==> config.mk <==
export PLATFORM = sky130hd
export DESIGN_NAME = radar_mode_strap_sampler
export DESIGN_NICKNAME = d
export VERILOG_FILES = /design/src/pkg/strap_pkg.sv /design/src/hw/strap_sense.sv /design/src/hw/pulse_gate.sv /design/src/hw/radar_mode_strap_sampler.sv
export SDC_FILE = /design/constraint.sdc
export NUM_CORES = 1
export LEC_CHECK = 0
export ABC_AREA = 1
export BUFFER_PORTS_ARGS = -buffer_cell sky130_fd_sc_hd__buf_2
export CAP_MARGIN = 25
export CORE_MARGIN = 2
export CORE_UTILIZATION = 29
export DETAILED_ROUTE_END_ITERATION = 8
export GPL_ROUTABILITY_DRIVEN = 0
export HOLD_SLACK_MARGIN = 0.05
export PLACE_DENSITY_LB_ADDON = 0.2
export SYNTH_ARGS = -nofsm -noshare
export SYNTH_HDL_FRONTEND = slang
export SYNTH_HIERARCHICAL = 1
export SYNTH_SLANG_ARGS = --single-unit
==> constraint.sdc <==
create_clock -name CLK_SYS_IN -period 2.51 [get_ports CLK_SYS_IN]
set_input_delay 0.1255 -clock CLK_SYS_IN [delete_from_list [all_inputs] [get_ports CLK_SYS_IN]]
set_output_delay 0.1255 -clock CLK_SYS_IN [all_outputs]
set_load 0.1 [all_outputs]
==> src/pkg/strap_pkg.sv <==
// Purpose: Shared constants and types for the radar mode strap sampler.
// Assumes: A 20 MHz system clock and three-comparator sensing of each strap pad.
// Notes: Functional notes follow.
package strap_pkg;

  localparam int CLK_MHZ      = 20;
  localparam int CNT_W        = 17;
  localparam int FUSE_W       = 16;

  // Times in microseconds, cycle counts derived from the clock rate; DEFAULTS_CYC is given directly in cycles.
  localparam int SETTLE_US    = 200;
  localparam int SETTLE_CYC   = SETTLE_US * CLK_MHZ;
  localparam int PLL_US       = 20;
  localparam int PLL_CYC      = PLL_US * CLK_MHZ;
  localparam int BB_US        = 5000;
  localparam int BB_CYC_DEF   = BB_US * CLK_MHZ;
  localparam int PULSE_ON_US  = 5;
  localparam int PULSE_ON_CYC = PULSE_ON_US * CLK_MHZ;
  localparam int PRP_US       = 500;
  localparam int PRP_CYC_DEF  = PRP_US * CLK_MHZ;
  localparam int DEFAULTS_CYC = 10;

  // Phase accumulator giving 20 MHz * 96 / 200 = 9.6 MHz on average.
  localparam logic [8:0] NCO_STEP = 9'h060;
  localparam logic [8:0] NCO_MOD  = 9'h0C8;
  localparam logic [7:0] NCO_HALF = 8'h64;

  localparam int STATUS_REG     = 56;
  localparam int INIT_DONE_BIT  = 14;
  localparam int SOFT_RESET_REG = 15;

  typedef enum logic [1:0] {
    MODE_CONT_WAVE = 2'h0,
    MODE_PULSED  = 2'h1,
    MODE_SPI_CLK = 2'h2,
    MODE_SPI     = 2'h3
  } op_mode_t;

  localparam op_mode_t MODE_RST = MODE_CONT_WAVE;

  typedef enum logic [2:0] {
    S_START    = 3'h0,
    S_SETTLE   = 3'h1,
    S_CAPTURE  = 3'h2,
    S_DEFAULTS = 3'h3,
    S_PLL      = 3'h4,
    S_BB       = 3'h5,
    S_RUN      = 3'h6
  } init_state_t;

  // Thermometer code from three pad comparators: 000, 001, 011, 111.
  typedef logic [2:0] pad_level_t;

  typedef struct packed {
    pad_level_t freq;
    pad_level_t hold;
    pad_level_t thresh;
    pad_level_t mode;
  } strap_pads_t;

  typedef struct packed {
    logic [1:0] freq;
    logic [1:0] hold;
    logic [1:0] thresh;
    op_mode_t   mode;
  } strap_codes_t;

endpackage

==> src/hw/strap_sense.sv <==
// Purpose: Synchronise strap comparators, fuses and chip select; decode straps.
// Assumes: All inputs are asynchronous pad levels.
// Notes: Codes are combinational from the second sync stage.
module strap_sense (
  input  wire logic                        clk_in,
  input  wire logic                        arst_n_in,
  input  wire strap_pkg::strap_pads_t      pads_in,
  input  wire logic [strap_pkg::FUSE_W-1:0] fuse_in,
  input  wire logic                        cs_n_in,
  output strap_pkg::strap_codes_t          codes_out,
  output logic [strap_pkg::FUSE_W-1:0]     fuse_out,
  output logic                             cs_n_out
);

  localparam int SW = $bits(strap_pkg::strap_pads_t) + strap_pkg::FUSE_W + 1;

  logic [SW-1:0] meta_q;
  logic [SW-1:0] sync_q;
  strap_pkg::strap_pads_t pads_s;

  // Counting set comparators tolerates a bubble in the thermometer code.
  function automatic logic [1:0] level_code(input strap_pkg::pad_level_t lv);
    logic [1:0] n;
    n = 2'h0;
    for (int i = 0; i < 3; i++) begin
      n = n + {1'b0, lv[i]};
    end
    return n;
  endfunction

  always_ff @(posedge clk_in or negedge arst_n_in) begin
    if (!arst_n_in) begin
      // Both stages reset high so chip select reads idle and no false pause follows reset.
      meta_q <= '1;
      sync_q <= '1;
    end else begin
      meta_q <= {pads_in, fuse_in, cs_n_in};
      sync_q <= meta_q;
    end
  end

  assign pads_s   = sync_q[SW-1 -: $bits(strap_pkg::strap_pads_t)];
  assign fuse_out = sync_q[strap_pkg::FUSE_W:1];
  assign cs_n_out = sync_q[0];

  assign codes_out = '{
    freq:   level_code(pads_s.freq),
    hold:   level_code(pads_s.hold),
    thresh: level_code(pads_s.thresh),
    mode:   strap_pkg::op_mode_t'(level_code(pads_s.mode))
  };

endmodule

==> src/hw/pulse_gate.sv <==
// Purpose: Transmitter gate for autonomous pulsed operation.
// Assumes: Enable and pause come from logic on the same clock.
// Notes: The period count is passed in so simulation can shorten it.
module pulse_gate #(
  parameter int unsigned PRP_CYC = strap_pkg::PRP_CYC_DEF
) (
  input  wire logic clk_in,
  input  wire logic arst_n_in,
  input  wire logic enable_in,
  input  wire logic pause_in,
  output logic      tx_on_out
);

  localparam logic [strap_pkg::CNT_W-1:0] PERIOD_LAST = strap_pkg::CNT_W'(PRP_CYC - 1);
  localparam logic [strap_pkg::CNT_W-1:0] ON_CYC = strap_pkg::CNT_W'(strap_pkg::PULSE_ON_CYC);

  logic [strap_pkg::CNT_W-1:0] cnt_q;
  logic [strap_pkg::CNT_W-1:0] cnt_d;
  logic                        tx_d;
  logic                        tx_q;

  assign cnt_d = !enable_in ? '0 :
                 pause_in ? cnt_q :
                 (cnt_q == PERIOD_LAST) ? '0 : cnt_q + 1'b1;
  // on for the first part of each period
  assign tx_d  = enable_in && (cnt_d < ON_CYC);

  always_ff @(posedge clk_in or negedge arst_n_in) begin
    if (!arst_n_in) begin
      cnt_q <= '0;
      tx_q  <= 1'b0;
    end else begin
      cnt_q <= cnt_d;
      tx_q  <= tx_d;
    end
  end

  assign tx_on_out = tx_q;
endmodule

==> src/hw/radar_mode_strap_sampler.sv <==
// Purpose: Strap capture, mode selection and init sequencing of the radar controller.
// Assumes: ARST_N_IN combines power-on reset and the reset pin; SOFT_RESET_IN is
//          the soft-reset control bit, synchronous to CLK_SYS_IN.
// Notes: Register writes, PLL and RF control are outside; this block only sequences.
module radar_mode_strap_sampler #(
  parameter int unsigned BB_SETTLE_CYC = strap_pkg::BB_CYC_DEF,
  parameter int unsigned PRP_CYC       = strap_pkg::PRP_CYC_DEF
) (
  input  wire logic                          CLK_SYS_IN,
  input  wire logic                          ARST_N_IN,
  input  wire logic                          SOFT_RESET_IN,
  input  wire logic                          SPI_CS_N_IN,
  input  wire strap_pkg::strap_pads_t        STRAP_PADS_IN,
  input  wire logic [strap_pkg::FUSE_W-1:0]  FUSE_IN,
  output strap_pkg::op_mode_t                MODE_OUT,
  output strap_pkg::strap_codes_t            STRAP_CODES_OUT,
  output logic [strap_pkg::FUSE_W-1:0]       FUSE_OUT,
  output logic                               INIT_DONE_OUT,
  output logic                               SPI_EXT_OWN_OUT,
  output logic                               TX_EN_OUT,
  output logic                               CLK96_OUT
);

  localparam int W = strap_pkg::CNT_W;
  localparam logic [W-1:0] SETTLE_LIM   = W'(strap_pkg::SETTLE_CYC);
  localparam logic [W-1:0] DEFAULTS_LIM = W'(strap_pkg::DEFAULTS_CYC);
  localparam logic [W-1:0] PLL_LIM      = W'(strap_pkg::PLL_CYC);
  localparam logic [W-1:0] BB_LIM       = W'(BB_SETTLE_CYC);

  strap_pkg::init_state_t            state_q;
  strap_pkg::init_state_t            state_d;
  logic [W-1:0]                      cnt_q;
  logic [W-1:0]                      cnt_d;
  strap_pkg::op_mode_t               mode_q;
  strap_pkg::strap_codes_t           codes_q;
  strap_pkg::strap_codes_t           codes_live;
  logic [strap_pkg::FUSE_W-1:0]      fuse_q;
  logic [strap_pkg::FUSE_W-1:0]      fuse_live;
  logic                              init_done_q;
  logic                              spi_own_q;
  logic                              tx_q;
  logic                              tx_d;
  logic [7:0]                        nco_q;
  logic [7:0]                        nco_d;
  logic [8:0]                        nco_sum;
  logic                              clk_q;
  logic                              clk_run;
  logic                              cs_n_s;
  logic                              pause;
  logic                              capture_fire;
  logic                              live_is_spi;
  logic                              leave_defaults;
  logic                              leave_bb;
  logic                              pulse_tx;
  logic                              pulse_en;
  logic                              run_wave;
  logic                              run_pulsed;

  // True on the last cycle of a timed phase, so the count and the state move together.
  function automatic logic expired(input logic [W-1:0] c, input logic [W-1:0] lim);
    return c >= lim - 1'b1;
  endfunction

  strap_sense strap_sense_i (
    .clk_in    (CLK_SYS_IN),
    .arst_n_in (ARST_N_IN),
    .pads_in   (STRAP_PADS_IN),
    .fuse_in   (FUSE_IN),
    .cs_n_in   (SPI_CS_N_IN),
    .codes_out (codes_live),
    .fuse_out  (fuse_live),
    .cs_n_out  (cs_n_s)
  );

  // halt while chip select is low
  assign pause          = !cs_n_s;
  assign capture_fire   = (state_q == strap_pkg::S_CAPTURE) && !pause;
  assign live_is_spi    = codes_live.mode[1];
  assign leave_defaults = (state_q == strap_pkg::S_DEFAULTS) && !pause &&
                          expired(cnt_q, DEFAULTS_LIM);
  assign leave_bb       = (state_q == strap_pkg::S_BB) && !pause && expired(cnt_q, BB_LIM);
  assign run_wave       = (state_q == strap_pkg::S_RUN) &&
                          (mode_q == strap_pkg::MODE_CONT_WAVE);
  assign run_pulsed     = (state_q == strap_pkg::S_RUN) && (mode_q == strap_pkg::MODE_PULSED);
  assign pulse_en       = run_pulsed;

  // Init sequence. Fuses are sampled together with the straps in the capture state.
  always_comb begin
    state_d = state_q;
    case (state_q)
      strap_pkg::S_START: begin
        state_d = strap_pkg::S_SETTLE;
      end
      strap_pkg::S_SETTLE: begin
        if (expired(cnt_q, SETTLE_LIM)) begin
          state_d = strap_pkg::S_CAPTURE;
        end
      end
      // SPI mode skips the rest of init
      strap_pkg::S_CAPTURE: begin
        state_d = live_is_spi ? strap_pkg::S_RUN : strap_pkg::S_DEFAULTS;
      end
      strap_pkg::S_DEFAULTS: begin
        if (expired(cnt_q, DEFAULTS_LIM)) begin
          state_d = strap_pkg::S_PLL;
        end
      end
      strap_pkg::S_PLL: begin
        if (expired(cnt_q, PLL_LIM)) begin
          state_d = strap_pkg::S_BB;
        end
      end
      strap_pkg::S_BB: begin
        if (expired(cnt_q, BB_LIM)) begin
          state_d = strap_pkg::S_RUN;
        end
      end
      strap_pkg::S_RUN: begin
        state_d = strap_pkg::S_RUN;
      end
      default: begin
        state_d = strap_pkg::S_START;
      end
    endcase
  end

  assign cnt_d = (state_d != state_q || state_q == strap_pkg::S_RUN) ? '0 : cnt_q + 1'b1;

  // autonomous transmitter control; SPI modes leave it to the partner
  // continuous wave stays on
  // The level is held during a pause so the transmitter stays in step with the frozen timer.
  assign tx_d = pause ? tx_q :
                (state_q == strap_pkg::S_BB) || run_wave || (run_pulsed && pulse_tx);

  // phase accumulator for the clock output
  // Edges sit on the system clock grid: periods jitter by one cycle, the average is exact.
  assign clk_run = init_done_q && (mode_q == strap_pkg::MODE_SPI_CLK);
  assign nco_sum = {1'b0, nco_q} + strap_pkg::NCO_STEP;
  assign nco_d   = !clk_run ? 8'h00 :
                   (nco_sum >= strap_pkg::NCO_MOD) ? 8'(nco_sum - strap_pkg::NCO_MOD) :
                   nco_sum[7:0];

  // soft reset restarts the sequence
  // Soft reset wins over a pause, so a stuck chip select cannot block recovery.
  always_ff @(posedge CLK_SYS_IN or negedge ARST_N_IN) begin
    if (!ARST_N_IN) begin
      state_q <= strap_pkg::S_START;
      cnt_q   <= '0;
    end else if (SOFT_RESET_IN) begin
      state_q <= strap_pkg::S_START;
      cnt_q   <= '0;
    end else if (!pause) begin
      state_q <= state_d;
      cnt_q   <= cnt_d;
    end
  end

  always_ff @(posedge CLK_SYS_IN or negedge ARST_N_IN) begin
    if (!ARST_N_IN) begin
      mode_q  <= strap_pkg::MODE_RST;
      codes_q <= '0;
    end else if (SOFT_RESET_IN) begin
      mode_q  <= strap_pkg::MODE_RST;
      codes_q <= '0;
    end else if (capture_fire) begin
      mode_q  <= codes_live.mode;
      codes_q <= codes_live;
    end
  end

  // fuse bank latched with the straps
  always_ff @(posedge CLK_SYS_IN or negedge ARST_N_IN) begin
    if (!ARST_N_IN) begin
      fuse_q <= '0;
    end else if (SOFT_RESET_IN) begin
      fuse_q <= '0;
    end else if (capture_fire) begin
      fuse_q <= fuse_live;
    end
  end

  always_ff @(posedge CLK_SYS_IN or negedge ARST_N_IN) begin
    if (!ARST_N_IN) begin
      init_done_q <= 1'b0;
      spi_own_q   <= 1'b0;
    end else if (SOFT_RESET_IN) begin
      init_done_q <= 1'b0;
      spi_own_q   <= 1'b0;
    end else begin
      init_done_q <= init_done_q || (capture_fire && live_is_spi) || leave_bb;
      spi_own_q   <= spi_own_q || (capture_fire && live_is_spi) || leave_defaults;
    end
  end

  always_ff @(posedge CLK_SYS_IN or negedge ARST_N_IN) begin
    if (!ARST_N_IN) begin
      tx_q  <= 1'b0;
      nco_q <= 8'h00;
      clk_q <= 1'b0;
    end else if (SOFT_RESET_IN) begin
      tx_q  <= 1'b0;
      nco_q <= 8'h00;
      clk_q <= 1'b0;
    end else begin
      tx_q  <= tx_d;
      nco_q <= nco_d;
      clk_q <= clk_run && (nco_d >= strap_pkg::NCO_HALF);
    end
  end

  pulse_gate #(
    .PRP_CYC (PRP_CYC)
  ) pulse_gate_i (
    .clk_in    (CLK_SYS_IN),
    .arst_n_in (ARST_N_IN),
    .enable_in (pulse_en),
    .pause_in  (pause),
    .tx_on_out (pulse_tx)
  );

  assign MODE_OUT        = mode_q;
  assign STRAP_CODES_OUT = codes_q;
  assign FUSE_OUT        = fuse_q;
  assign INIT_DONE_OUT   = init_done_q;
  assign SPI_EXT_OWN_OUT = spi_own_q;
  assign TX_EN_OUT       = tx_q;
  assign CLK96_OUT       = clk_q;
endmodule

# Yosys cells after proc, flatten, opt, wreduce, memory -nomap -nowiden
# Cells that the tools add are included.
# Widths: inputs -> output; s select.
totals:
  reg_bits: 134
  in_bits: 32
  wordCells: 97
classes:
  n_addsub: 12
  magnitude_cmp: 7
  n_eq_ne: 10
  mux: 28
  reduce_logical: 23
ops:
  columns: ["op", "count"]
  rows:
  - ["$mux 17", 6]
  - ["$mux 8", 5]
  - ["$add 17x1->17 const B", 2]
  - ["$mux 16", 2]
  - ["$mux 3", 7]
  - ["$pmux 3 s7", 1]
  - ["$eq 17x14->1 const B", 1]
  - ["$ge 17x12->1 const B", 1]
  - ["$ge 17x17->1 const B", 1]
  - ["$ge 17x4->1 const B", 1]
  - ["$ge 17x9->1 const B", 1]
  - ["$lt 17x7->1 const B", 1]
  - ["$logic_and 1x1->1", 12]
  - ["$add 8x7->9 const B", 1]
  - ["$eq 3x3->1 const B", 3]
  - ["$ge 9x8->1 const B", 1]
  - ["$add 1x1->2", 4]
  - ["$add 2x1->2", 4]
  - ["$ge 8x7->1 const B", 1]
  - ["$sub 8x8->8 const B", 1]
  - ["$logic_or 1x1->1", 7]
  - ["$eq 3x2->1 const B", 2]
  - ["$mux 1", 5]
  - ["$mux 2", 2]
  - ["7 further kinds", 8]

# Logic depth before layout (Yosys ltp)
# Gate-level depths: netlist of run 1.
depth:
  depth_word: 9
  mapped_depth: 13
  depth_no_buf: 12

# Cells and area by module
# The synthesis of run 1 kept the hierarchy.
by_module_without_submodules:
  columns: ["module", "n_inst", "cells_each", "area_each_um2", "seq_area_each_um2"]
  rows:
  - ["radar_mode_strap_sampler", 1, 458, 3331.9, 1401.3]
  - ["strap_sense", 1, 78, 1724.2, 1524.0]
  - ["pulse_gate", 1, 191, 1258.7, 450.4]

# Least setup slack after synthesis of run 1
# No wires, ideal clock.
synth_timing:
  path_kind: "reg-to-reg"
  startpoint: "register mode_q[0] (netlist: MODE_OUT[0])"
  endpoint: "register pulse_gate_i.tx_q (netlist: pulse_gate_i/tx_on_out)"
  t_arrival_ps: 2246
  required_time_ps: 2396
  path_slack_ps: 149
  stages_incl_launch_ff: 9
  path_buffers: 1
  period_less_slack_ps: 2361
  cell_sequence: "dfrtp_1 inv_1 nor4_1 buf_4 nand2_1 a21oi_1 nor2_1 nand2_1 nor2_1"
synth_via:
  elab_chain_len: 5
synth_lines:
  columns: ["item", "line_no", "rtl"]
  rows:
  - ["start, declared", "radar_mode_strap_sampler.sv:34", "strap_pkg::op_mode_t mode_q;"]
  - ["start signal, assigned", "radar_mode_strap_sampler.sv:160", "mode_q <= strap_pkg::MODE_RST;"]
  - ["start signal, assigned", "radar_mode_strap_sampler.sv:163", "mode_q <= strap_pkg::MODE_RST;"]
  - ["start signal, assigned", "radar_mode_strap_sampler.sv:166", "mode_q <= codes_live.mode;"]
  - ["$eq 2x1->1 *", "radar_mode_strap_sampler.sv:84", "assign run_pulsed = (state_q == strap_pkg::S_RUN) && (mode_q == strap_pkg::MODE_PULSED);"]
  - ["$logic_and 1x1->1 *", "radar_mode_strap_sampler.sv:84", null]
  - ["via pulse_en", "radar_mode_strap_sampler.sv:55", "logic pulse_en;"]
  - ["$mux 17", "pulse_gate.sv:22", "assign cnt_d = !enable_in ? '0 :"]
  - ["$lt 17x7->1", "pulse_gate.sv:26", "assign tx_d = enable_in && (cnt_d < ON_CYC);"]
  - ["$logic_and 1x1->1 *", "pulse_gate.sv:26", null]
  - ["via pulse_gate_i.tx_d", "pulse_gate.sv:19", "logic tx_d;"]
  - ["end signal, assigned", "pulse_gate.sv:34", "tx_q <= tx_d;"]
  - ["end, declared", "pulse_gate.sv:20", "logic tx_q;"]
# Mark *: on every way through the listed nets, which the timed path passes. The rest lies on a longest branch.
# A chain may end at the register's enable or synchronous reset.

# Worst setup path in the final report of run 1
layout_timing:
  startpoint: "register strap_sense_i.sync_q[0]"
  endpoint: "register pulse_gate_i.tx_q (netlist: pulse_gate_i/tx_on_out)"
layout_via:
  elab_chain_len: 4
layout_lines:
  columns: ["item", "line_no", "rtl"]
  rows:
  - ["start, declared", "strap_sense.sv:18", "logic [SW-1:0] sync_q;"]
  - ["start signal, assigned", "strap_sense.sv:38", "sync_q <= meta_q;"]
  - ["$mux 17", "pulse_gate.sv:23", "pause_in ? cnt_q :"]
  - ["$mux 17", "pulse_gate.sv:22", null]
  - ["$lt 17x7->1", "pulse_gate.sv:26", null]
  - ["$logic_and 1x1->1", "pulse_gate.sv:26", null]
  - ["via pulse_gate_i.tx_d", "pulse_gate.sv:19", null]
# The timed path passes the listed nets, and every way through them passes these cells.

==> results of run 1 <==
through the flow:
stage / setup slack [ns] / hold WS (ns) / util / total power, W / cell area, um^2
after floorplan: 0.149 / -0.170 / - / 0.00235 / 6310
after global placement: 0.468 / 0.176 / 0.321 / 0.00243 / 6810
after detailed placement: 0.514 / 0.181 / 0.321 / 0.00244 / 6810
after CTS: 0.507 / 0.308 / 0.364 / 0.00505 / 7720
after global routing: 0.272 / 0.326 / 0.364 / 0.00518 / 7720
final: 0.507 / 0.278 / 0.364 / 0.00497 / 7720
layer usage:
layer	up-vias	wire length [um]	global-route usage
met5	-	0	0
met3	15	580	0.0281
met1	2348	6740	0.178
li1	2514	-	-
met2	100	7370	0.232
met4	0	216	0.0514
cell usage in the layout, fill, tap and decap left out, drive strengths merged, types with 2 or more instances in the layout:
master | Yosys | layout
dfrtp | 74 | 74
o21ai | 20 | 20
o22ai | 2 | 2
clkinv | 0 | 4
a31oi | 2 | 2
xor2 | 6 | 6
nor4 | 3 | 3
a21oi | 16 | 16
fa | 4 | 4
nand2 | 181 | 181
dlygate4sd3 | 0 | 31
inv | 79 | 87
buf | 28 | 69
dfstp | 58 | 58
ha | 7 | 7
bufinv | 0 | 2
nand4 | 31 | 31
clkbuf | 7 | 18
nor3 | 12 | 12
nor2 | 93 | 93
o21bai | 3 | 3
nand3 | 93 | 93
Yosys cell counts (all sizes together):
library cell / number / share of area
a31oi: 2 / 0.0020
o31ai: 1 / 0.0012
a41oi: 1 / 0.0014
clkbuf: 7 / 0.0042
nand4: 31 / 0.031
nor3b: 1 / 0.0012
o21bai: 3 / 0.0036
dfrtp: 74 / 0.29
buf: 28 / 0.034
or3: 1 / 0.00099
xor2: 6 / 0.0083
ha: 7 / 0.014
nand3b: 1 / 0.0032
o21ai: 20 / 0.016
nor2: 93 / 0.063
a21oi: 16 / 0.013
nor3: 12 / 0.0095
dfstp: 58 / 0.24
fa: 4 / 0.013
nor4: 3 / 0.0030
inv: 79 / 0.047
o211ai: 1 / 0.0012
nand2: 181 / 0.11
o22ai: 2 / 0.0020
a21o: 1 / 0.0012
xnor2: 1 / 0.0014
nand3: 93 / 0.078
state kept, by name, summed over array words and instances (netlist names), 2 cells and up:
signal	count
state_q	3
nco_q	8
pulse_gate_i/cnt_q	17
cnt_q	17
STRAP_CODES_OUT	6
FUSE_OUT	16
strap_sense_i/sync_q	29
MODE_OUT	2
strap_sense_i/meta_q	29
final cells by class:
cell class / instances / share of cell area
clock buffer: 18 / 0.0569
clock inverter: 14 / 0.0212
inverter: 79 / 0.0384
multi-input combinational: 481 / 0.312
sequential: 132 / 0.437
tap: 275 / 0.0445
timing repair buffer: 100 / 0.0899
how the worst max path moves through the flow:
stage | startpoint | endpoint | slack (ns) | cells after the start
2_1_floorplan | MODE_OUT[0] | pulse_gate_i/tx_on_out | 0.15 | 8
3_3_place_gp | strap_sense_i/sync_q[0] | pulse_gate_i/tx_on_out | 0.47 | 11
3_5_place_dp | strap_sense_i/sync_q[0] | pulse_gate_i/tx_on_out | 0.51 | 11
4_1_cts | strap_sense_i/sync_q[0] | pulse_gate_i/tx_on_out | 0.51 | 11
5_1_grt | nco_q[5] | CLK96_OUT | 0.27 | 12
6_report | strap_sense_i/sync_q[0] | pulse_gate_i/tx_on_out | 0.51 | 11
kinds of logic (layout without fill, tap and decap cells):
group / after synthesis / count (layout)
and+or+nand+nor: 416 / 416
DFF: 132 / 132
AOI/OAI and AO/OA: 47 / 47
adders and majority gates: 11 / 11
buffers and inverters: 114 / 211
xor gates and xnor gates: 7 / 7
power breakdown:
| group | internal [W] | switching [W] |
|---|---|---|
| clock | 0.00152 | 0.00102 |
| combinational | 0.0000723 | 0.000121 |
| sequential | 0.00222 | 0.0000229 |
| total | 0.00381 | 0.00116 |
worst register-to-register path: stages, from the launching register on:
cell and delay (ns):
dfstp_2 0.60, inv_2 0.12, inv_2 0.20, nand3_1 0.14, nor2_2 0.22, nand2_1 0.10, nand2_1 0.07, nand2_1 0.08
a21oi_1 0.16, nor2_1 0.06, nand2_1 0.09, nor2_1 0.05
==> flow_summary.json, run 1 <==
{
  "ys_seq_area_frac": 0.535,
  "cts_max_level": 4,
  "rrSetupSlack_ns": 0.51,
  "slowest_delay_ns": 0.60,
  "synth_fp_nets": 770,
  "arrival_ns": 2.32,
  "synth_top_family_by_area": "simple AND/OR/NAND/NOR gates",
  "path_class": "reg2reg",
  "path_cells": "inv_2, inv_2, nand3_1, nor2_2, nand2_1, nand2_1, nand2_1, a21oi_1, nor2_1, nand2_1, nor2_1",
  "max_clock_freq_mhz": 499,
  "die_area_um2": 23000,
  "reg2reg_from": "strap_sense_i/sync_q[0]",
  "path_clk_slew_ns": 0.06,
  "mappedNetlistArea_um2": 6310,
  "postCtsHoldBufs": 31,
  "fill_cells": 2249,
  "die_w_um": 152,
  "routed_wl_um": 14900,
  "multi_input_area_um2": 2410,
  "slew_violations": 0,
  "critPathMaxFanout": 12,
  "antenna_left": 0,
  "min_period_ns": 2.00,
  "worst_ep_required_time_ns": 2.82,
  "avgViaCountPerCell": 4.53,
  "reg2reg_to": "pulse_gate_i/tx_on_out",
  "tritoncts": "built",
  "seqCellArea_um2": 3380,
  "power.density_nw_per_um2": 643,
  "worstHoldPathType": "in2async",
  "crit_path_frequent_cell": "nand2_1",
  "hold_viol": 0,
  "relSlewSlack": 0.583,
  "gr-total-overflow": 0,
  "syn_to_final_growth_pct": 22.3,
  "worstMarginPinSlew_ns": 0.625,
  "dpl.hpwl_um": 10100,
  "start_util": 0.298,
  "portBuffers": 61,
  "ioPinCount": 62,
  "clock_path_buffers": 2,
  "setup_tns_ns": 0,
  "status": "completed",
  "fin_skew_ns": 0.00915,
  "vias": 4977,
  "post-route-period-util": 0.798,
  "rows": 53,
  "synth-simple-area-share": 0.303,
  "drtPass1Iterations": 6,
  "p_leak_nw": 3.67,
  "antenna_cells": 0,
  "worst-path-buf-inv": 2,
  "clock_sinks": 132,
  "synth-seq-cells": 132,
  "netlist_instances": 727,
  "antenna_found_initial": 0,
  "drtIter0Drc": 309,
  "core_area_um2": 21200,
  "ys_types": 39,
  "synth_area_per_cell_um2": 8.69,
  "rsz0062_at_grt": "no",
  "r2r_cells": 11,
  "yosysWarnings": 6,
  "path_delay_family": "simple AND/OR/NAND/NOR gates",
  "grt_pass1_wl_um": 24800,
  "worstSkewPairLatency_ns": 0.42,
  "synth.mux.area_fraction": 0,
  "die_h_um": 152,
  "ir_worst_vdd_uv": 392,
  "cts_buffers": 17,
  "drt-wirelength-per-cell_um": 13.6,
  "clock-root-buffer": "clkbuf_16",
  "drive_gt1_frac": 0.242,
  "cp-start-kind": "flip-flop",
  "maxCapViolCount": 0,
  "grt_pass1_vias": 4933,
  "nNetsFinal": 854,
  "ctsResizeCount": 0,
  "setup_viol_count_final": 0,
  "yosys.area_share.adder": 0.0266,
  "cts_setup_buffers": 0,
  "crit_path_top_delay_cell": "dfstp_2",
  "synth_xor_area_frac": 0.00971,
  "place_inst": 1036,
  "instances_no_fill": 1099,
  "synth_compound_area_frac": 0.0416,
  "grt.total_usage": 0.139,
  "critPathCaptureType": "flip-flop",
  "grt_max_degree": 64,
  "drc": 0
}
Power figures use the tool's default switching activity.
==> inputs of run 2 (changes only) <==
--- a/config.mk
+++ b/config.mk
@@ -5,7 +5,7 @@
 export SDC_FILE = /design/constraint.sdc
 export NUM_CORES = 1
 export LEC_CHECK = 0
-export ABC_AREA = 1
+export ABC_AREA = 0
 export BUFFER_PORTS_ARGS = -buffer_cell sky130_fd_sc_hd__buf_2
 export CAP_MARGIN = 25
 export CORE_MARGIN = 2
==> constraint.sdc (replaced) <==
create_clock -name CLK_SYS_IN -period 1.7 [get_ports CLK_SYS_IN]
set_input_delay 0.085 -clock CLK_SYS_IN [delete_from_list [all_inputs] [get_ports CLK_SYS_IN]]
set_output_delay 0.085 -clock CLK_SYS_IN [all_outputs]
set_load 0.1 [all_outputs]
==> flow_summary.json, run 2 <==
{
  "path_class": "reg2reg",
  "grt_pass1_wl_um": 23800,
  "setup_tns_ns": -11.25,
  "avgViaCountPerCell": 4.54,
  "placed_cell_area_um2": 7260,
  "worst_ep_required_time_ns": 2.03,
  "die_w_um": 147,
  "ioPinCount": 62,
  "cts_buffers": 17,
  "synth_top_family_by_area": "simple AND/OR/NAND/NOR gates",
  "synth_area_per_cell_um2": 11.2,
  "yosys_most_used_dff": "dfrtp_1",
  "slowest_delay_ns": 0.56,
  "final.setup.worst_slack_ns": -0.486,
  "yosys.area_share.adder": 0.0298,
  "dpl.hpwl_um": 9550,
  "place_inst": 926,
  "mappedNetlistArea_um2": 5960,
  "drc": 0,
  "relSlewSlack": 0.657,
  "path_clk_slew_ns": 0.06,
  "r2r_cells": 8,
  "arrival_ns": 2.52,
  "portBuffers": 61,
  "clock-root-buffer": "clkbuf_16",
  "drtIter0Drc": 146,
  "antenna_found_initial": 0,
  "synth_top_area_frac": 0.311,
  "ys_seq_area_frac": 0.567,
  "crit_cells": 8,
  "fin_area_um2": 8730,
  "hold_viol": 0,
  "die_area_um2": 21700,
  "vias": 4657,
  "fin_skew_ns": 0.00641,
  "final_cell_mix": "117 x buf_4, 72 x dfrtp_1, 65 x nand2_1",
  "synth.most_common_cell": "dfrtp_1",
  "worstSkewPairLatency_ns": 0.42,
  "crit_path_top_delay_cell": "or4_4",
  "synthTopCellsByArea": "dfrtp_1 31%, dfstp_2 26%, nand2_1 4.2%, a21oi_1 3.7%, buf_4 2.5%",
  "gr-total-overflow": 0,
  "grt.total_usage": 0.137,
  "worstMarginPinSlew_ns": 0.518,
  "min_period_ns": 2.19,
  "worst-path-buf-inv": 2,
  "maxCapViolCount": 0,
  "path_delay_family": "simple AND/OR/NAND/NOR gates",
  "async_reset_ff_frac": 1.00,
  "worstHoldPathType": "in2async",
  "antenna_cells": 0,
  "power.density_nw_per_um2": 825,
  "synth.mux.area_fraction": 0.00336,
  "rrSetupSlack_ns": -0.49,
  "status": "complete, but fails checks",
  "critPathCaptureType": "flip-flop",
  "clock_path_buffers": 2,
  "ys_types": 69,
  "slew_violations": 0,
  "p_leak_nw": 3.86,
  "drt-wirelength-per-cell_um": 14.1,
  "netlist_instances": 534,
  "rows": 52,
  "reg2reg_from": "cnt_q[11]",
  "reg_top3": "strap_sense_i/meta_q: 29 flops, strap_sense_i/sync_q: 29 flops",
  "synth_common_cells": "74 x dfrtp_1, 67 x nand2_1, 58 x dfstp_2",
  "ir_worst_vdd_uv": 674,
  "startpoint": "cnt_q[11]",
  "final_common_cell": "buf_4",
  "hold-worst-slack_ns": 0.114,
  "synth-seq-cells": 132,
  "reg2reg_to": "cnt_q[3]",
  "setup_viol_count_final": 34,
  "path_cells": "or4_4, buf_6, nor4_4, nand3_2, o21ai_2, a21oi_4, buf_4, a211oi_2",
  "crit_end": "cnt_q[3]",
  "synth_top_area_cell": "dfrtp_1",
  "antenna_left": 0,
  "synth_compound_area_frac": 0.111,
  "cts_max_level": 4,
  "clock_sinks": 132,
  "yosysWarnings": 6,
  "max_clock_freq_mhz": 457,
  "die_h_um": 147,
  "synth_edf_count": 0,
  "grt_pass1_vias": 4821,
  "core_area_um2": 20200,
  "synth_fp_nets": 577,
  "synth-simple-area-share": 0.185,
  "syn_to_final_growth_pct": 46.6,
  "violations": "setup timing",
  "drive_gt1_frac": 0.496,
  "instances_no_fill": 1026,
  "tritoncts": "built",
  "nNetsFinal": 786,
  "fill_cells": 1943,
  "start_util": 0.295,
  "critPathMaxFanout": 13,
  "routed_wl_um": 14400,
  "post-route-period-util": 1.29,
  "rsz0062_at_grt": "yes",
  "cp-start-kind": "flip-flop",
  "grt_max_degree": 51,
  "synth_xor_area_frac": 0.0456,
  "drtPass1Iterations": 4
}
run 2: cell types whose count changed after synthesis, moves of 9 or more:
| cell | previous run | this run |
|---|---|---|
| inv_1 | 72 | 13 |
| a211oi_1 | 0 | 10 |
| nor2_1 | 80 | 37 |
| nand2_1 | 170 | 67 |
| o21ai_0 | 19 | 8 |
| a21oi_1 | 15 | 44 |
| xnor2_1 | 1 | 14 |
| nand2_2 | 9 | 0 |
| xor2_1 | 6 | 17 |
| nand3_1 | 88 | 24 |
| nor2_2 | 10 | 0 |
| nand4_1 | 31 | 10 |
run 2: cell type report:
type                    count  area [um^2]  area share
flip-flops and latches    132         3380       0.387
multi-input cells         347         2560       0.293
repair buffers            232         1820       0.208
clock buffers              17          425      0.0487
well taps                 270          338      0.0387
clock inverters            15          159      0.0182
inverters                  13         51.3     0.00587
run 2: worst min-delay path by stage:
stage / start / end / slack [ns]
detailed placement: ARST_N_IN / FUSE_OUT[5] / 0.005
floorplan: ARST_N_IN / CLK96_OUT / -0.21
finish: ARST_N_IN / FUSE_OUT[6] / 0.11
global route: ARST_N_IN / state_q[2] / 0.14
CTS: ARST_N_IN / FUSE_OUT[5] / 0.11
global placement: ARST_N_IN / FUSE_OUT[4] / -0.004
run 2: logic make-up after synthesis:
| group | after synthesis |
|---|---|
| buffers and inverters | 55 |
| muxes | 2 |
| AOI/OAI and AO/OA | 97 |
| and+or+nand+nor | 205 |
| xor gates and xnor gates | 31 |
| DFF | 132 |
| adders and majority gates | 12 |
run 2: power breakdown:
part	total, W	switching [W]	leakage [nW]	internal [W]
clock network	0.00353	0.00157	0.280	0.00196
registers	0.00330	0.0000276	1.64	0.00327
logic	0.000376	0.000199	1.94	0.000177
total	0.00721	0.00180	3.86	0.00541
run 2: routing by layer:
| layer | global-route usage | wire length, um | share of wire |
|---|---|---|---|
| met1 | 0.174 | 6480 | 0.45 |
| met2 | 0.230 | 7280 | 0.50 |
| met3 | 0.0335 | 444 | 0.031 |
| met4 | 0.0471 | 240 | 0.017 |
| met5 | 0 | 0 | 0 |
run 2: stage by stage:
stage	setup WS, ns	utilization	total power (W)
after global routing	-0.611	0.433	0.00749
after global placement	-0.567	0.360	0.00360
after floorplan	-0.297	-	0.00348
after CTS	-0.477	0.418	0.00729
final	-0.486	0.433	0.00721
after detailed placement	-0.592	0.360	0.00362
run 2: worst register-to-register path: stages, from the launching register on:
cell      delay, ns
dfrtp_1        0.37
or4_4          0.56
buf_6          0.15
nor4_4         0.21
nand3_2        0.14
o21ai_2        0.18
a21oi_4        0.11
buf_4          0.18
a211oi_2       0.21
run 2: what timing repair did:
item	in CTS	in global routing
hold buffers	31	0
gates resized for setup	31	38
pin swaps	12	22
setup endpoints to repair	44	69
gates cloned	0	1
setup buffers	23	17
hold endpoints to repair	117	0
==> inputs of run 3 (changes only) <==
--- a/config.mk
+++ b/config.mk
@@ -6,11 +6,11 @@
 export NUM_CORES = 1
 export LEC_CHECK = 0
 export ABC_AREA = 0
-export BUFFER_PORTS_ARGS = -buffer_cell sky130_fd_sc_hd__buf_2
 export CAP_MARGIN = 25
 export CORE_MARGIN = 2
-export CORE_UTILIZATION = 29
+export CORE_UTILIZATION = 35
 export DETAILED_ROUTE_END_ITERATION = 8
+export DONT_BUFFER_PORTS = 1
 export GPL_ROUTABILITY_DRIVEN = 0
 export HOLD_SLACK_MARGIN = 0.05
 export PLACE_DENSITY_LB_ADDON = 0.2
==> flow_summary.json, run 3 (synthesized netlist as in run 2, its figures left out) <==
{
  "rsz0062_at_grt": "yes",
  "startpoint": "cnt_q[12]",
  "rows": 47,
  "arrival_ns": 2.46,
  "die_h_um": 134,
  "status": "complete, but fails checks",
  "ioPinCount": 62,
  "postCtsHoldBufs": 31,
  "cp-start-kind": "flip-flop",
  "post-route-period-util": 1.27,
  "die_area_um2": 18100,
  "power.density_nw_per_um2": 816,
  "antenna_left": 0,
  "setup_tns_ns": -9.55,
  "p_int_w": 0.00530,
  "relSlewSlack": 0.632,
  "critPathMaxFanout": 5,
  "hold_viol": 132,
  "path_cells": "or4_4, nor4_4, nand3_2, o21ai_2, a21oi_4, a2111oi_2",
  "clock_sinks": 132,
  "grt.total_usage": 0.156,
  "worstSkewPairLatency_ns": 0.41,
  "start_util": 0.359,
  "p_leak_nw": 3.50,
  "violations": "hold timing, setup timing",
  "cts_buffers": 17,
  "drive_gt1_frac": 0.464,
  "final.setup.worst_slack_ns": -0.456,
  "die_w_um": 134,
  "antenna_cells": 0,
  "reg_top3": "strap_sense_i/meta_q: 29 flops, strap_sense_i/sync_q: 29 flops",
  "nNetsFinal": 716,
  "syn_to_final_growth_pct": 38.8,
  "dpl.hpwl_um": 8460,
  "avgViaCountPerCell": 4.86,
  "p_clk_frac": 0.474,
  "grt_max_degree": 133,
  "drtIter0Drc": 277,
  "drt-wirelength-per-cell_um": 14.8,
  "comb_power_share": 0.036,
  "fin_skew_ns": 0.0112,
  "ir_worst_vdd_uv": 846,
  "seqPwrFrac": 0.490,
  "maxCapViolCount": 0,
  "critPathCaptureType": "flip-flop",
  "drtPass1Iterations": 4,
  "path_clk_slew_ns": 0.05,
  "final_util": 0.499,
  "max_clock_freq_mhz": 464,
  "vias": 4403,
  "clock_path_buffers": 2,
  "grt_pass1_wl_um": 22400,
  "crit_path_top_delay_cell": "or4_4",
  "gr-total-overflow": 0,
  "core_area_um2": 16600,
  "path_class": "reg2reg",
  "setup_viol_count_final": 35,
  "min_period_ns": 2.16,
  "clock-root-buffer": "clkbuf_16",
  "worstMarginPinSlew_ns": 0.557,
  "hold-worst-slack_ns": -0.627,
  "worstHoldPathType": "in2async",
  "cts_max_level": 4,
  "drc": 0,
  "dpl_worst_slack_ns": -0.432,
  "grt_pass1_vias": 4476,
  "antenna_found_initial": 0,
  "tritoncts": "built",
  "power.switching_w": 0.00145,
  "slowest_delay_ns": 0.59,
  "portBuffers": 0,
  "final_cell_mix": "114 x buf_4, 67 x dfrtp_1, 63 x nand2_1",
  "power_w": 0.00675,
  "final_common_cell": "buf_4",
  "worst_ep_required_time_ns": 2.00,
  "reg2reg_from": "cnt_q[12]",
  "routed_wl_um": 13400,
  "slew_violations": 0,
  "switching_share": 0.215
}
run 3: path summary, 6_finish.rpt:
check	endpoint	slack [ns]	depth (start not counted)
worst max-delay path	cnt_q[14]	-0.46	6
worst min-delay path	nco_q[7]	-0.63	0
worst max register to register	cnt_q[14]	-0.46	6
worst min register to register	strap_sense_i/sync_q[12]	0.35	0
max in group asynchronous	strap_sense_i/meta_q[0]	2.04	0
min in group CLK_SYS_IN	strap_sense_i/meta_q[28]	0.21	1
run 3: critical path, delay by kind of cell, from the launching register on:
family,cells,cell delay [ns]
flip-flops,1,0.40
AO/OA/AOI/OAI,3,0.61
AND/OR/NAND/NOR,3,1.04
run 3: routing by layer:
metal | vias up | share of wire | global-route usage
met2 | 64 | 0.51 | 0.255
li1 | 2125 | - | -
met1 | 2198 | 0.45 | 0.205
met3 | 16 | 0.031 | 0.0383
met4 | 0 | 0.013 | 0.0538
met5 | - | 0 | 0
run 3: repair_timing:
action | in CTS | in global routing
endpoints found under the setup margin | 34 | 63
resized for setup | 30 | 56
buffers inserted | 13 | 11
cloned | 1 | 1
hold endpoints to repair | 217 | 132
pin swaps | 6 | 43
run 3: final cells by class:
class                           count  area [um^2]
Clock inverter                      8         57.6
Inverter                           13         51.3
Multi-Input combinational cell    347         2630
Sequential cell                   132         3390
Fill cell                        1514         8310
Timing Repair Buffer              162         1410
Tap cell                          220          275
Clock buffer                       24          462
run 3: power by group through the flow:
stage          Combinational, W  Sequential (W)  Clock (W)
5_1_grt                0.000268         0.00331    0.00344
2_1_floorplan          0.000133         0.00335          0
6_report               0.000243         0.00330    0.00320
3_5_place_dp           0.000125         0.00335          0
3_3_place_gp           0.000121         0.00335          0
4_1_cts                0.000237         0.00330    0.00331
run 3: per-stage QoR:
step | std cells | instance area, um^2
final | 906 | 8270
after global routing | 906 | 8270
after CTS | 901 | 7990
after detailed placement | 825 | 6940
after global placement | 825 | 6940
after floorplan | 534 | 6080
